===== src/logic/thic_pkg.sv =====
// package for the tape host interface control block: register map, fields,
// reset values, timing counts, command and pin carriers, sequencer states.
// assumes a 50 MHz core clock and a 32-bit axi4-lite register bus.
package thic_pkg;

   // ==========================================================
   // register map
   localparam int ADDR_W = 8;
   localparam logic [7:0] REG_CTRL = 8'h00;
   localparam logic [7:0] REG_STATUS = 8'h04;
   localparam logic [7:0] REG_CMD = 8'h08;
   localparam logic [7:0] REG_DATA = 8'h0C;

   // ==========================================================
   // field positions and reset values
   localparam int CTRL_UNIT_LSB = 0;
   localparam int UNIT_W = 3;
   localparam int CTRL_ONL_SET_BIT = 4;
   localparam int CTRL_ONL_CLR_BIT = 5;
   localparam logic [2:0] UNIT_RST = 3'h0;
   localparam int ST_ONLINE_BIT = 0;
   localparam int ST_REWIND_BIT = 1;
   localparam int ST_SELECT_BIT = 2;
   localparam int ST_READY_BIT = 3;
   localparam int ST_FBUSY_BIT = 4;
   localparam int ST_DBUSY_BIT = 5;
   localparam int ST_HERR_BIT = 6;
   localparam int ST_SERR_BIT = 7;
   localparam int ST_STATE_LSB = 8;
   localparam logic [1:0] RESP_OKAY = 2'h0;
   localparam logic [1:0] RESP_SLVERR = 2'h2;

   // ==========================================================
   // timing
   localparam int CLK_PERIOD_NS = 20;
   localparam int RAMP_NS = 10000;
   localparam int RAMP_CYC = (RAMP_NS + CLK_PERIOD_NS - 1) / CLK_PERIOD_NS;
   localparam int CHAR_W = 9;

   // ==========================================================
   // carriers
   typedef struct packed {
      logic reverse;
      logic rewind;
      logic rewind_unload;
      logic write_mode;
      logic edit;
      logic write_filemark;
   } thic_cmd_t;

   typedef struct packed {
      logic formatter_addr;
      logic [1:0] transport_addr;
      logic initiate;
      logic enable;
      logic last_char;
      thic_cmd_t cmd;
      logic [CHAR_W-1:0] write_data;
   } thic_pins_t;

   typedef enum logic [1:0] {
      ST_IDLE,
      ST_RAMP,
      ST_RUN,
      ST_REWIND
   } thic_state_t;

endpackage


===== src/logic/thic_ctl.sv =====
// host-side command and status port of a streaming tape formatter.
// assumes host pins are asynchronous to core_clk; transport-side signals
// (sensors, character handshakes, error events) are on core_clk.
//
// Design decisions made here: the AXI4-Lite register port and the placing of the registers.
`timescale 1ns/10ps

module thic_ctl #(
   parameter int RAMP_CYCLES = thic_pkg::RAMP_CYC,
   parameter int CW = thic_pkg::CHAR_W
) (
   input wire logic core_clk,
   input wire logic rst,
   // axi4-lite slave
   input wire logic [thic_pkg::ADDR_W-1:0] s_awaddr,
   input wire logic s_awvalid,
   output logic s_awready,
   input wire logic [31:0] s_wdata,
   input wire logic [3:0] s_wstrb,
   input wire logic s_wvalid,
   output logic s_wready,
   output logic [1:0] s_bresp,
   output logic s_bvalid,
   input wire logic s_bready,
   input wire logic [thic_pkg::ADDR_W-1:0] s_araddr,
   input wire logic s_arvalid,
   output logic s_arready,
   output logic [31:0] s_rdata,
   output logic [1:0] s_rresp,
   output logic s_rvalid,
   input wire logic s_rready,
   // host pins
   input wire logic formatter_addr_in,
   input wire logic [1:0] transport_addr_in,
   input wire logic initiate_cmd_in,
   input wire logic formatter_enable_in,
   input wire logic reverse_in,
   input wire logic rewind_in,
   input wire logic rewind_unload_in,
   input wire logic write_mode_in,
   input wire logic edit_in,
   input wire logic write_filemark_in,
   input wire logic last_char_in,
   input wire logic [CW-1:0] write_data_in,
   output logic ready_out,
   output logic online_out,
   output logic formatter_busy_out,
   output logic data_busy_out,
   output logic hard_error_out,
   output logic soft_error_out,
   output logic write_protect_out,
   output logic load_point_out,
   output logic end_of_tape_out,
   output logic rewinding_out,
   output logic ident_out,
   output logic write_strobe_out,
   output logic read_strobe_out,
   output logic [CW-1:0] read_data_out,
   // transport side, core_clk domain
   input wire logic bot_sensor,
   input wire logic eot_sensor,
   input wire logic ring_present,
   input wire logic cmd_done,
   input wire logic wr_char_taken,
   input wire logic rd_char_valid,
   input wire logic [CW-1:0] rd_char,
   input wire logic hard_err_evt,
   input wire logic soft_err_evt,
   output logic motion_run,
   output logic motion_reverse,
   output logic unload_req,
   output logic mode_write,
   output logic mode_edit,
   output logic mode_filemark,
   output logic [CW-1:0] wr_char,
   output logic wr_char_last
);

   // ==========================================================
   // pin synchronisers
   localparam int PW = $bits(thic_pkg::thic_pins_t);
   thic_pkg::thic_pins_t pins_raw;
   logic [PW-1:0] sync_a;
   logic [PW-1:0] sync_b;
   thic_pkg::thic_pins_t pins;
   logic init_prev;

   assign pins_raw.formatter_addr = formatter_addr_in;
   assign pins_raw.transport_addr = transport_addr_in;
   assign pins_raw.initiate = initiate_cmd_in;
   assign pins_raw.enable = formatter_enable_in;
   assign pins_raw.last_char = last_char_in;
   assign pins_raw.cmd.reverse = reverse_in;
   assign pins_raw.cmd.rewind = rewind_in;
   assign pins_raw.cmd.rewind_unload = rewind_unload_in;
   assign pins_raw.cmd.write_mode = write_mode_in;
   assign pins_raw.cmd.edit = edit_in;
   assign pins_raw.cmd.write_filemark = write_filemark_in;
   assign pins_raw.write_data = write_data_in;

   // the first stage feeds only the second; nothing else looks at it
   for (genvar i = 0; i < PW; i++) begin : g_sync
      always_ff @(posedge core_clk or posedge rst) begin
         if (rst) begin
            sync_a[i] <= 1'b0;
            sync_b[i] <= 1'b0;
         end else begin
            sync_a[i] <= pins_raw[i];
            sync_b[i] <= sync_a[i];
         end
      end
   end
   assign pins = thic_pkg::thic_pins_t'(sync_b);

   // ==========================================================
   // state and decode
   logic [thic_pkg::UNIT_W-1:0] unit_num;
   logic online_state;
   logic online_set_req;
   logic online_clr_req;
   logic rewinding;
   logic unload_pending;
   logic hard_err;
   logic soft_err;
   logic bot_prev;
   thic_pkg::thic_state_t state;
   thic_pkg::thic_cmd_t cmd_q;
   logic [$clog2(RAMP_CYCLES+1)-1:0] ramp_cnt;
   logic unit_selected;
   logic iface_enabled;
   logic ready_int;
   logic init_edge;
   logic go;
   logic go_motion;
   logic go_rewind;
   logic go_unload;

   assign unit_selected = (unit_num == {pins.formatter_addr, pins.transport_addr});
   assign iface_enabled = !rewinding && unit_selected && online_state;
   assign ready_int = online_state && !rewinding && (state == thic_pkg::ST_IDLE);
   // unselected units never see the initiate edge
   assign init_edge = pins.initiate && !init_prev && unit_selected && pins.enable;
   assign go = init_edge && iface_enabled && (state == thic_pkg::ST_IDLE);
   assign go_unload = go && pins.cmd.rewind_unload;
   assign go_rewind = go && !pins.cmd.rewind_unload && pins.cmd.rewind && ready_int
                      && !bot_sensor;
   assign go_motion = go && !pins.cmd.rewind_unload && !pins.cmd.rewind;

   always_ff @(posedge core_clk or posedge rst) begin
      if (rst) begin
         init_prev <= 1'b0;
         bot_prev <= 1'b0;
      end else begin
         init_prev <= pins.initiate;
         bot_prev <= bot_sensor;
      end
   end

   // command latch
   always_ff @(posedge core_clk or posedge rst) begin
      if (rst) begin
         cmd_q <= '0;
      end else if (go) begin
         cmd_q <= pins.cmd;
      end
   end

   // on-line flag: set strobe wins over any clear in the same cycle
   always_ff @(posedge core_clk or posedge rst) begin
      if (rst) begin
         online_state <= 1'b0;
      end else if (online_set_req) begin
         online_state <= 1'b1;
      end else if (online_clr_req || go_unload) begin
         online_state <= 1'b0;
      end
   end

   // rewind flag: ends when the bot marker arrives
   always_ff @(posedge core_clk or posedge rst) begin
      if (rst) begin
         rewinding <= 1'b0;
         unload_pending <= 1'b0;
         unload_req <= 1'b0;
      end else begin
         unload_req <= 1'b0;
         if (go_rewind || go_unload) begin
            rewinding <= 1'b1;
            unload_pending <= go_unload;
         end else if (rewinding && bot_sensor) begin
            rewinding <= 1'b0;
            unload_pending <= 1'b0;
            unload_req <= unload_pending;
         end
      end
   end

   // motion sequencer
   always_ff @(posedge core_clk or posedge rst) begin
      if (rst) begin
         state <= thic_pkg::ST_IDLE;
         ramp_cnt <= '0;
      end else begin
         case (state)
            thic_pkg::ST_IDLE: begin
               ramp_cnt <= '0;
               if (go_motion) begin
                  state <= thic_pkg::ST_RAMP;
               end else if (go_rewind || go_unload) begin
                  state <= thic_pkg::ST_REWIND;
               end
            end
            thic_pkg::ST_RAMP: begin
               // simulated ramp before data busy rises
               if (32'(ramp_cnt) >= RAMP_CYCLES - 1) begin
                  state <= thic_pkg::ST_RUN;
               end else begin
                  ramp_cnt <= ramp_cnt + 1'b1;
               end
            end
            thic_pkg::ST_RUN: begin
               if (cmd_done) begin
                  state <= thic_pkg::ST_IDLE;
               end
            end
            thic_pkg::ST_REWIND: begin
               if (bot_sensor) begin
                  state <= thic_pkg::ST_IDLE;
               end
            end
            default: state <= thic_pkg::ST_IDLE;
         endcase
      end
   end

   // transport controls
   always_ff @(posedge core_clk or posedge rst) begin
      if (rst) begin
         motion_run <= 1'b0;
         motion_reverse <= 1'b0;
         mode_write <= 1'b0;
         mode_edit <= 1'b0;
         mode_filemark <= 1'b0;
      end else begin
         motion_run <= (state != thic_pkg::ST_IDLE);
         motion_reverse <= (state == thic_pkg::ST_REWIND) || cmd_q.reverse;
         mode_write <= cmd_q.write_mode;
         mode_edit <= cmd_q.edit && cmd_q.write_mode;
         mode_filemark <= cmd_q.write_filemark && cmd_q.write_mode;
      end
   end

   // error flags: a hard error event in the clearing cycle still lands
   always_ff @(posedge core_clk or posedge rst) begin
      if (rst) begin
         hard_err <= 1'b0;
         soft_err <= 1'b0;
      end else begin
         hard_err <= hard_err_evt || (hard_err && !go);
         soft_err <= (soft_err_evt && (state == thic_pkg::ST_RUN)) || (soft_err && !go);
      end
   end

   // character path; strobes are registered copies of wr_char_taken and rd_char_valid, gated by ST_RUN, write_mode direction and unit select
   always_ff @(posedge core_clk or posedge rst) begin
      if (rst) begin
         write_strobe_out <= 1'b0;
         read_strobe_out <= 1'b0;
         read_data_out <= '0;
         wr_char <= '0;
         wr_char_last <= 1'b0;
      end else begin
         wr_char <= pins.write_data;
         wr_char_last <= pins.last_char && cmd_q.write_mode;
         write_strobe_out <= wr_char_taken && (state == thic_pkg::ST_RUN)
                             && cmd_q.write_mode && unit_selected;
         read_strobe_out <= rd_char_valid && (state == thic_pkg::ST_RUN)
                            && !cmd_q.write_mode && unit_selected;
         if (rd_char_valid && !cmd_q.write_mode) begin
            read_data_out <= rd_char;
         end
      end
   end

   // status toward the host, all forced inactive when not selected
   always_ff @(posedge core_clk or posedge rst) begin
      if (rst) begin
         ready_out <= 1'b0;
         online_out <= 1'b0;
         formatter_busy_out <= 1'b0;
         data_busy_out <= 1'b0;
         hard_error_out <= 1'b0;
         soft_error_out <= 1'b0;
         write_protect_out <= 1'b0;
         load_point_out <= 1'b0;
         end_of_tape_out <= 1'b0;
         rewinding_out <= 1'b0;
         ident_out <= 1'b0;
      end else begin
         ready_out <= unit_selected && ready_int;
         online_out <= unit_selected && online_state;
         formatter_busy_out <= unit_selected && (state != thic_pkg::ST_IDLE);
         data_busy_out <= unit_selected && (state == thic_pkg::ST_RUN);
         hard_error_out <= unit_selected && hard_err;
         soft_error_out <= unit_selected && soft_err;
         write_protect_out <= unit_selected && !ring_present;
         load_point_out <= unit_selected && bot_sensor;
         end_of_tape_out <= unit_selected && eot_sensor;
         rewinding_out <= unit_selected && rewinding;
         // head leaves the marker moving forward while reading
         ident_out <= unit_selected && bot_prev && !bot_sensor
                      && (state == thic_pkg::ST_RUN) && !cmd_q.reverse
                      && !cmd_q.write_mode;
      end
   end

   // ==========================================================
   // axi4-lite write channel
   logic aw_held;
   logic w_held;
   logic [thic_pkg::ADDR_W-1:0] aw_addr_q;
   logic [31:0] w_data_q;
   logic [3:0] w_strb_q;

   always_ff @(posedge core_clk or posedge rst) begin
      if (rst) begin
         s_awready <= 1'b0;
         s_wready <= 1'b0;
         aw_held <= 1'b0;
         w_held <= 1'b0;
         aw_addr_q <= '0;
         w_data_q <= '0;
         w_strb_q <= '0;
         s_bvalid <= 1'b0;
         s_bresp <= thic_pkg::RESP_OKAY;
         unit_num <= thic_pkg::UNIT_RST;
         online_set_req <= 1'b0;
         online_clr_req <= 1'b0;
      end else begin
         online_set_req <= 1'b0;
         online_clr_req <= 1'b0;
         if (s_awvalid && s_awready) begin
            aw_held <= 1'b1;
            aw_addr_q <= s_awaddr;
            s_awready <= 1'b0;
         end else if (!aw_held && !s_bvalid) begin
            s_awready <= 1'b1;
         end
         if (s_wvalid && s_wready) begin
            w_held <= 1'b1;
            w_data_q <= s_wdata;
            w_strb_q <= s_wstrb;
            s_wready <= 1'b0;
         end else if (!w_held && !s_bvalid) begin
            s_wready <= 1'b1;
         end
         if (aw_held && w_held && !s_bvalid) begin
            aw_held <= 1'b0;
            w_held <= 1'b0;
            s_bvalid <= 1'b1;
            s_bresp <= thic_pkg::RESP_OKAY;
            case (aw_addr_q)
               thic_pkg::REG_CTRL: begin
                  if (w_strb_q[0]) begin
                     unit_num <= w_data_q[thic_pkg::CTRL_UNIT_LSB +: thic_pkg::UNIT_W];
                     online_set_req <= w_data_q[thic_pkg::CTRL_ONL_SET_BIT];
                     online_clr_req <= w_data_q[thic_pkg::CTRL_ONL_CLR_BIT];
                  end
               end
               thic_pkg::REG_STATUS, thic_pkg::REG_CMD, thic_pkg::REG_DATA: begin
                  s_bresp <= thic_pkg::RESP_OKAY;
               end
               default: s_bresp <= thic_pkg::RESP_SLVERR;
            endcase
         end else if (s_bvalid && s_bready) begin
            s_bvalid <= 1'b0;
         end
      end
   end

   // ==========================================================
   // axi4-lite read channel
   logic [31:0] status_word;

   always_comb begin
      status_word = '0;
      status_word[thic_pkg::ST_ONLINE_BIT] = online_state;
      status_word[thic_pkg::ST_REWIND_BIT] = rewinding;
      status_word[thic_pkg::ST_SELECT_BIT] = unit_selected;
      status_word[thic_pkg::ST_READY_BIT] = ready_int;
      status_word[thic_pkg::ST_FBUSY_BIT] = (state != thic_pkg::ST_IDLE);
      status_word[thic_pkg::ST_DBUSY_BIT] = (state == thic_pkg::ST_RUN);
      status_word[thic_pkg::ST_HERR_BIT] = hard_err;
      status_word[thic_pkg::ST_SERR_BIT] = soft_err;
      status_word[thic_pkg::ST_STATE_LSB +: 2] = state;
   end

   always_ff @(posedge core_clk or posedge rst) begin
      if (rst) begin
         s_arready <= 1'b0;
         s_rvalid <= 1'b0;
         s_rdata <= '0;
         s_rresp <= thic_pkg::RESP_OKAY;
      end else begin
         if (s_arvalid && s_arready) begin
            s_arready <= 1'b0;
            s_rvalid <= 1'b1;
            s_rresp <= thic_pkg::RESP_OKAY;
            case (s_araddr)
               thic_pkg::REG_CTRL: s_rdata <= 32'(unit_num);
               thic_pkg::REG_STATUS: s_rdata <= status_word;
               thic_pkg::REG_CMD: s_rdata <= 32'(cmd_q);
               thic_pkg::REG_DATA: s_rdata <= 32'(read_data_out);
               default: begin
                  s_rdata <= '0;
                  s_rresp <= thic_pkg::RESP_SLVERR;
               end
            endcase
         end else if (s_rvalid && s_rready) begin
            s_rvalid <= 1'b0;
         end else if (!s_rvalid) begin
            s_arready <= 1'b1;
         end
      end
   end

endmodule // thic_ctl


===== config.mk =====
export PLATFORM = sky130hd
export DESIGN_NAME = thic_ctl
export DESIGN_NICKNAME = d
export VERILOG_FILES = /design/src/logic/thic_pkg.sv /design/src/logic/thic_ctl.sv
export SDC_FILE = /design/constraint.sdc
export NUM_CORES = 1
export LEC_CHECK = 0
export BUFFER_PORTS_ARGS = -buffer_cell sky130_fd_sc_hd__buf_4
export CORE_UTILIZATION = 35
export CTS_CLUSTER_SIZE = 10
export DETAILED_ROUTE_END_ITERATION = 12
export PLACE_DENSITY = 0.68
export RECOVER_POWER = 50
export REMOVE_ABC_BUFFERS = 1
export SLEW_MARGIN = 20
export SYNTH_ARGS = -nofsm -noshare
export SYNTH_HDL_FRONTEND = slang
export SYNTH_SLANG_ARGS = --single-unit
export TNS_END_PERCENT = 20

===== constraint.sdc =====
create_clock -name core_clk -period 5.7 [get_ports core_clk]
set_clock_uncertainty 0.15 [all_clocks]
set_input_delay 0.855 -clock core_clk [delete_from_list [all_inputs] [get_ports core_clk]]
set_output_delay 0.855 -clock core_clk [all_outputs]
set_load 0.05 [all_outputs]

---- Word level (Yosys, flattened, before mapping) ----
Cells that the tools add are included.
storage, ports and cells
  bits in read-only memories .............. 0
  word-level logic and storage cells ...... 242
  flip-flop bits (word level) ............. 167
  output and inout port bits .............. 79
  RAM bits ................................ 0
  latch bits .............................. 0
  memories ................................ 0
operators by class
  add/subtract/negate cells ............... 1
  multipliers ............................. 0
  eq/ne operators ......................... 17
  reduce and logical (&&, ||, !) cells .... 89
  bitwise gates (word level) .............. 0
  magnitude comparators ................... 1
  multiplexer cells ....................... 39
  divide/modulo/power cells ............... 0
  shift-type cells ........................ 0
operators with widths
  cell                                                  number
  logical AND 1 bit                                     53
  one-hot mux 10 bit (4 select lines)                   1
  equality test 8 x 4 -> 1 bit (second input constant)  4
  2-to-1 mux 1 bit                                      28
  nonzero test 2 bit                                    10
  one-hot mux 9 bit (2 select lines)                    1
  equality test 8 x 3 -> 1 bit (second input constant)  2
  logical NOT 8 bit                                     2
  2-to-1 mux 2 bit                                      7
  logical NOT 1 bit                                     12
  != test 2 bit (second input constant)                 5
  adder 9 x 1 -> 9 bit (second input constant)          1
  >= comparator 9 bit (second input constant)           1
  2-to-1 mux 9 bit                                      1
  one-hot mux 2 bit (4 select lines)                    1
  OR reduction 4 bit                                    2
  logical OR 1 bit                                      5
  equality test 2 bit (second input constant)           2
  AND reduction 2 bit                                   2
  AND reduction 4 bit                                   1
  equality test 3 bit                                   1
  != test 3 x 2 -> 1 bit (second input constant)        1
  AND reduction 3 bit                                   1
  equality test 2 x 1 -> 1 bit (second input constant)  1
  other kinds (2)                                       2

---- Depth between registers and ports, before layout ----
Gate-level depths: netlist of the first run.
  depth after elaboration ................. 14
  mapped depth ............................ 6
  gate-level depth less buffers ........... 5

---- Least setup slack after synthesis of the first run ----
No wires, ideal clock.
  kind .................................... input-to-reg
  from .................................... input s_araddr[1] (netlist bit)
  to ...................................... register s_rdata[9]
  setup slack ............................. 3459 ps
  data required time ...................... 5454 ps
  arrival ................................. 1995 ps
  buffers on the path ..................... 0
  library setup time ...................... 96 ps
  stages .................................. 4
  cells stage by stage .................... or4_1 -> nor3_1 -> nand4_1 -> o31ai_1
on the way
  word-level cells in the longest chain between the ends .. 2
  elaborated cells on any way between the ends .. 5
  those cells by class .................... eq/ne: 3; mux: 1; reduce/logical: 1
RTL lines
  what                                                  RTL line         text
  start: declaration                                    thic_ctl.sv:25   input wire logic [thic_pkg::ADDR_W-1:0] s_araddr,
  equality test 8 x 4 -> 1 bit (tied with other cells)  thic_ctl.sv:409  case (s_araddr)
  one-hot mux 10 bit (4 select lines) (*)               thic_ctl.sv:409
  end signal: assignment                                thic_ctl.sv:410  thic_pkg::REG_CTRL: s_rdata <= 32'(unit_num);
  end signal: assignment                                thic_ctl.sv:411  thic_pkg::REG_STATUS: s_rdata <= status_word;
  end signal: assignment                                thic_ctl.sv:412  thic_pkg::REG_CMD: s_rdata <= 32'(cmd_q);
  end: declaration                                      thic_ctl.sv:28   output logic [31:0] s_rdata,
Mark *: on every way between the ends. The rest lies on a longest branch, timed or not.
A chain may end at the register's enable or synchronous reset.

---- Worst setup path after layout of the first run ----
  from .................................... register state[0]
  to ...................................... register cmd_q[4] (netlist bit)
on the way
  word-level cells in the longest chain between the ends .. 2
RTL lines
  what                      RTL line         text
  start: declaration        thic_ctl.sv:126  thic_pkg::thic_state_t state;
  start signal: assignment  thic_ctl.sv:201  state <= thic_pkg::ST_IDLE;
  start signal: assignment  thic_ctl.sv:208  state <= thic_pkg::ST_RAMP;
  start signal: assignment  thic_ctl.sv:210  state <= thic_pkg::ST_REWIND;
  logical NOT 2 bit         thic_ctl.sv:143  assign go = init_edge && iface_enabled && (state == thic_pkg::ST_IDLE);
  logical AND 1 bit         thic_ctl.sv:143
  end signal: assignment    thic_ctl.sv:164  cmd_q <= pins.cmd;
  end: declaration          thic_ctl.sv:127  thic_pkg::thic_cmd_t cmd_q;
Every way passes these cells.

==> results.toml, run 1 <==
[worst_setup_path]
rr_startpoint = "state[0]"
cp.arrival_ps = 2430
cp_num_buf_inv = 0
critPathMaxFanout = 8
crit_family = "simple AND/OR/NAND/NOR gates"
critPathLaunchType = "flip-flop"
cp.required_ps = 5850
crit_type = "flip-flop to flip-flop"
cpPeakStageDelay_ps = 650
slowest_stage = "or4b_1"
path_cells = "or4b_1 -> nor3_1 -> nand2_1 -> mux2_2"
critPathLaunch = "state[0]"
cp-end-kind = "flip-flop"

[clocking]
tritoncts = "built"
cts.clk_slew.worst_paths_ps = 60
numCtsBuffers = 17
cts-root-buf = "clkbuf_16"
clkLatencyLatePin_ps = 420
clkSinkCount = 142
htreeDepth = 4
cts_hold_buf = 0
max-clock-path-buffers = 2
cts_setup_buffers = 0
cts_resized = 0

[pwr]
ir_drop_uv = 281
power.density_nw_per_um2 = 440
power_uw = 2980
p_leak_uw = 0.00324

[floorplan]
die_h_um = 123
num_io_pins = 176
core-area_um2 = 14500
die_width_um = 123
dieArea_um2 = 15200
rows = 44
start_util = 0.356

[final_layout]
seqCellArea_um2 = 3550
drive_gt1_frac = 0.364
nets = 607
synthToLayoutAreaGrowth_pct = 31.3
fill_cells = 1307
antenna_cells = 0
multi_input_area_um2 = 1440
layout.cells.non_filler = 706

[synthesis]
synth_top_area_cell = "dfrtp_1"
synth_edf_count = 0
synth_area_leaders = "dfrtp_1, mux2_2, buf_4"
synth_warnings = 0
synth.most_common_cell = "dfrtp_1"
ys_seq_area_frac = 0.689
synth_top_area_share = 0.689
synth_top_family_by_area = "simple AND/OR/NAND/NOR gates"
synthDistinctLibCells = 47
synth_mux_area_frac = 0.0887
synth_xor_area_frac = 0.00849
syn_area_per_cell_um2 = 13.7
synthTopCellsByCount = "dfrtp_1, mux2_2, nand2_1, buf_4, o21ai_0"
synth-simple-area-share = 0.0936
postSynthCellCount = 376
netlist_area_um2 = 5160
ys.flop_type = "dfrtp_1"
yosys_register_bits = 142
synth_fa_ha_area_frac = 0.00242
synth_compound_area_frac = 0.0686
synthArstFlopShare = 1.00

[sta]
period_minus_slack_ps = 2280
rsz0062_at_grt = "no"
finalMaxSlewViolations = 0
fmax_ghz = 0.438
tns_ps = 0
hold_viol = 0
period_share = 0.400
slew_headroom = 0.372
setup_viol = 0
fin_hold_ws_ps = 196
worst_pin_slew_ps = 939

[place]
dp.cells = 674
place.detailed.hpwl_um = 7430
gp_congestion = 0.735
portBuffers = 121

[status]
status = "complete, no violations"

[min_path]
hold_class = "flip-flop to flip-flop"
min-delay-start = "pins[8]"

[route]
via_per_inst = 4.66
vias = 3293
first_pass_iters = 4
drcViolationCount = 0
wire_per_inst_um = 14.6
ant_nets = 0
routed_wl_um = 10300
drt_iter0_drc = 130

[global_route]
track_usage = 0.144
grt_max_degree = 91
grt_pass1_vias = 3277
gr-total-overflow = 0
antenna_found_initial = 0
grt_pass1_wl_um = 16200

[run]
max_cap_violations = 0
-- layer usage --
metal	vias up	GRT usage	part of all wire
li1	1520	-	-
met5	-	0	0
met1	1645	0.166	0.40
met2	112	0.240	0.52
met4	0	0.0655	0.016
met3	16	0.0526	0.064
-- state kept, by name (all words and copies together) (netlist names), 5 cells and up --
name	count
cmd_q	6
read_data_out	9
sync_a	21
w_data_q	5
ramp_cnt	9
aw_addr_q	8
wr_char	9
pins	21
s_rdata	10
-- where the power goes --
part	total (µW)	switching (µW)	internal, µW
Combinational	622	395	226
Clock	1100	410	687
Sequential	1260	107	1160
-- cell families after synthesis --
| kind of cell | after synthesis |
|---|---|
| DFF | 142 |
| other | 1 |
| AOI/OAI and AO/OA | 52 |
| adders and majority gates | 1 |
| buffers and inverters | 43 |
| xor gates and xnor gates | 5 |
| muxes | 39 |
| and+or+nand+nor | 93 |
-- worst register-to-register path: stages, from the launching register on --
cell	delay, ps
dfrtp_1	460
or4b_1	660
nor3_1	240
nand2_1	300
mux2_2	370
-- worst paths after layout --
| check | end | cells after the start | slack, ps |
|---|---|---|---|
| hold / removal | wr_char[8] | 0 | 200 |
| hold reg to reg | wr_char[8] | 0 | 200 |
| max in group asynchronous | read_data_out[6] | 3 | 3770 |
| min in group asynchronous | aw_addr_q[5] | 2 | 460 |
| setup reg to reg | cmd_q[4] | 4 | 3420 |
| setup / recovery | cmd_q[4] | 4 | 3420 |
-- per-stage QoR --
step	setup WS, ps	utilization	cell area [µm²]
global route	3290	0.468	6780
floorplan	885	-	5040
detailed placement	3120	0.428	6190
CTS	3390	0.469	6790
finish	3420	0.468	6780
global placement	3120	0.428	6190
-- final cells by class --
type	instances	share of cell area
Clock buffer	18	0.0633
Clock inverter	14	0.0246
Inverter	12	0.00739
Multi-Input combinational cell	214	0.213
Sequential cell	142	0.524
Tap cell	184	0.0340
Timing Repair Buffer	122	0.134
-- layout by cell type, fill, tap and decap left out, types with 3 or more instances in the layout --
master,n
dfrtp_1,142
buf_4,96
mux2_2,34
nand2_1,28
conb_1,24
clkbuf_4,23
o21ai_0,22
clkbuf_16,17
nand3_1,12
inv_1,11
nor2_1,10
and3_1,8
nor3_1,6
and2_1,5
clkinv_2,5
o211ai_1,4
o31ai_1,4
xnor2_1,4
o21a_1,4
clkbuf_1,4
nor2b_1,3
nand2b_1,3
or3_1,3
or4_1,3
and2_0,3
inv_6,3
a22oi_1,3
mux2i_1,3
bufinv_16,3
clkinv_4,3
Note: power is estimated with default switching activity, not from simulation.
==> inputs of run 2 (changes only) <==
==> constraint.sdc (replaced) <==
create_clock -name core_clk -period 2.14 [get_ports core_clk]
set_clock_uncertainty 0.15 [all_clocks]
set_input_delay 0.321 -clock core_clk [delete_from_list [all_inputs] [get_ports core_clk]]
set_output_delay 0.321 -clock core_clk [all_outputs]
set_load 0.05 [all_outputs]
==> run 2 against run 1 <==
  * Register-to-register slack worse by 3400 ps
  * Hold slack worse by 92 ps
  * Design area is 9.2% higher
  * Routed wire length is 9.0% higher
  * Critical path depth is 1 higher
  * Final cell count is 10% higher
  * Non-clock buffer count is 71 higher
  * Setup slack worse by 3400 ps
  * Flip-flop and latch count stayed put
  * Largest cell class unchanged
  * Utilization is 4.3 points higher
  * Power grew to 2.6 times the previous value
  * Highest routed layer unchanged
==> results.toml, run 2 (same netlist as run 1, synthesis figures left out) <==
[status]
status = "complete, no violations"

[pwr]
power.density_nw_per_um2 = 1060
p_leak_uw = 0.00352
ir_drop_uv = 886
power_uw = 7870

[clocking]
cts.clk_slew.worst_paths_ps = 60
numCtsBuffers = 17
clkSinkCount = 142
cts-root-buf = "clkbuf_16"
clkLatencyLatePin_ps = 420
tritoncts = "built"
max-clock-path-buffers = 2
htreeDepth = 4

[min_path]
hold_class = "input port to flip-flop"
whs_path_depth = 3
min_to = "state[1]"
min-delay-start = "cmd_done"

[place]
portBuffers = 121
dp.cells = 692
place.detailed.hpwl_um = 7710
gp_congestion = 0.853
preCtsSetupSlack_ps = 18.5

[global_route]
gr-total-overflow = 0
track_usage = 0.161
grt_max_degree = 58
grt_pass1_vias = 3596
antenna_found_initial = 0
grt_pass1_wl_um = 18000

[route]
drcViolationCount = 0
wl_met1_um = 4730
vias = 3559
wire_per_inst_um = 14.5
highest_layer = "met4"
wl_met3_um = 561
ant_nets = 0
met2_length_um = 5780
via_per_inst = 4.58
drt_iter0_drc = 131
first_pass_iters = 4
routed_wl_um = 11300

[worst_setup_path]
rr_worst_depth = 5
critPathMaxFanout = 6
slowest_stage = "or4_1"
rr_endpoint = "ramp_cnt[7]"
cp.required_ps = 2330
rr_startpoint = "ramp_cnt[1]"
cpPeakStageDelay_ps = 490
cp-end-kind = "flip-flop"
cp.arrival_ps = 2290
path_cells = "ha_1 -> a2111o_1 -> a31o_4 -> or4_1 -> a21oi_1"
rrSetupSlack_ps = 40
crit_type = "flip-flop to flip-flop"
critPathLaunchType = "flip-flop"

[floorplan]
dieArea_um2 = 15200
core-area_um2 = 14500
die_h_um = 123
die_width_um = 123
rows = 44
start_util = 0.356
num_io_pins = 176

[sta]
fin_hold_ws_ps = 103
period_share = 0.980
fin_ws_ps = 42.0
finalMaxSlewViolations = 0
hold_viol = 0
fmax_ghz = 0.477
period_minus_slack_ps = 2100
worst_pin_slew_ps = 1160
slew_headroom = 0.223
rsz0062_at_grt = "yes"
setup_viol = 0

[final_layout]
synthToLayoutAreaGrowth_pct = 43.4
layout.cells.non_filler = 777
layout_commonest_cell = "dfrtp_1"
drive_gt1_frac = 0.358
layout_common_cells = "dfrtp_1, buf_4, dlygate4sd3_1"
nets = 678
antenna_cells = 0

[run]
max_cap_violations = 0
## run 2: area by class of cell
class | count | area, µm²
fillers | 1238 | 7080
flip-flops and latches | 142 | 3550
repair buffers | 193 | 1560
multi-input cells | 214 | 1470
clock buffers | 20 | 447
well taps | 184 | 230
clock inverters | 12 | 87.6
inverters | 12 | 48.8
## run 2: timing repair
item | CTS | global route
hold endpoints to repair | 104 | 0
endpoints found under the setup margin | 0 | 13
gates resized for setup | 0 | 6
hold buffers | 53 | 0
setup buffers | 0 | 0
## run 2: per-stage QoR
step                      area, µm²  setup TNS, ps   util
after global placement         6340              0  0.438
after floorplan                5040        -303960      -
after global routing           7400          -52.7  0.511
final                          7400              0  0.511
after CTS                      7400              0  0.511
after detailed placement       6340              0  0.438
## run 2: worst max-delay path by stage
stage,end,slack (ps),from,cells past startpoint
floorplan,aw_addr_q[0],-2140,rst,1
global placement,ramp_cnt[7],70,ramp_cnt[1],5
finish,ramp_cnt[7],40,ramp_cnt[1],5
CTS,ramp_cnt[7],20,ramp_cnt[1],5
global route,ramp_cnt[7],-20,ramp_cnt[1],5
detailed placement,ramp_cnt[7],20,ramp_cnt[1],5
## run 2: worst max-delay path: cells and delay by family, from the launching register on
kind | cells | cell delay [ps]
flops | 1 | 440
simple gates | 1 | 490
fa+ha+maj | 1 | 210
compound gates | 3 | 740
## run 2: layer usage
metal  global-route usage  vias to the layer above
li1                     -                     1664
met1                0.186                     1764
met2                0.273                      115
met3               0.0563                       16
met4               0.0625                        0
met5                    0                        -
## run 2: report_power, final
part | switching, µW | total (µW) | leakage (µW) | internal [µW]
clock | 1120 | 2640 | 0.000261 | 1520
sequential | 256 | 3340 | 0.00176 | 3080
combinational | 1140 | 1890 | 0.00150 | 751
total | 2520 | 7870 | 0.00352 | 5350
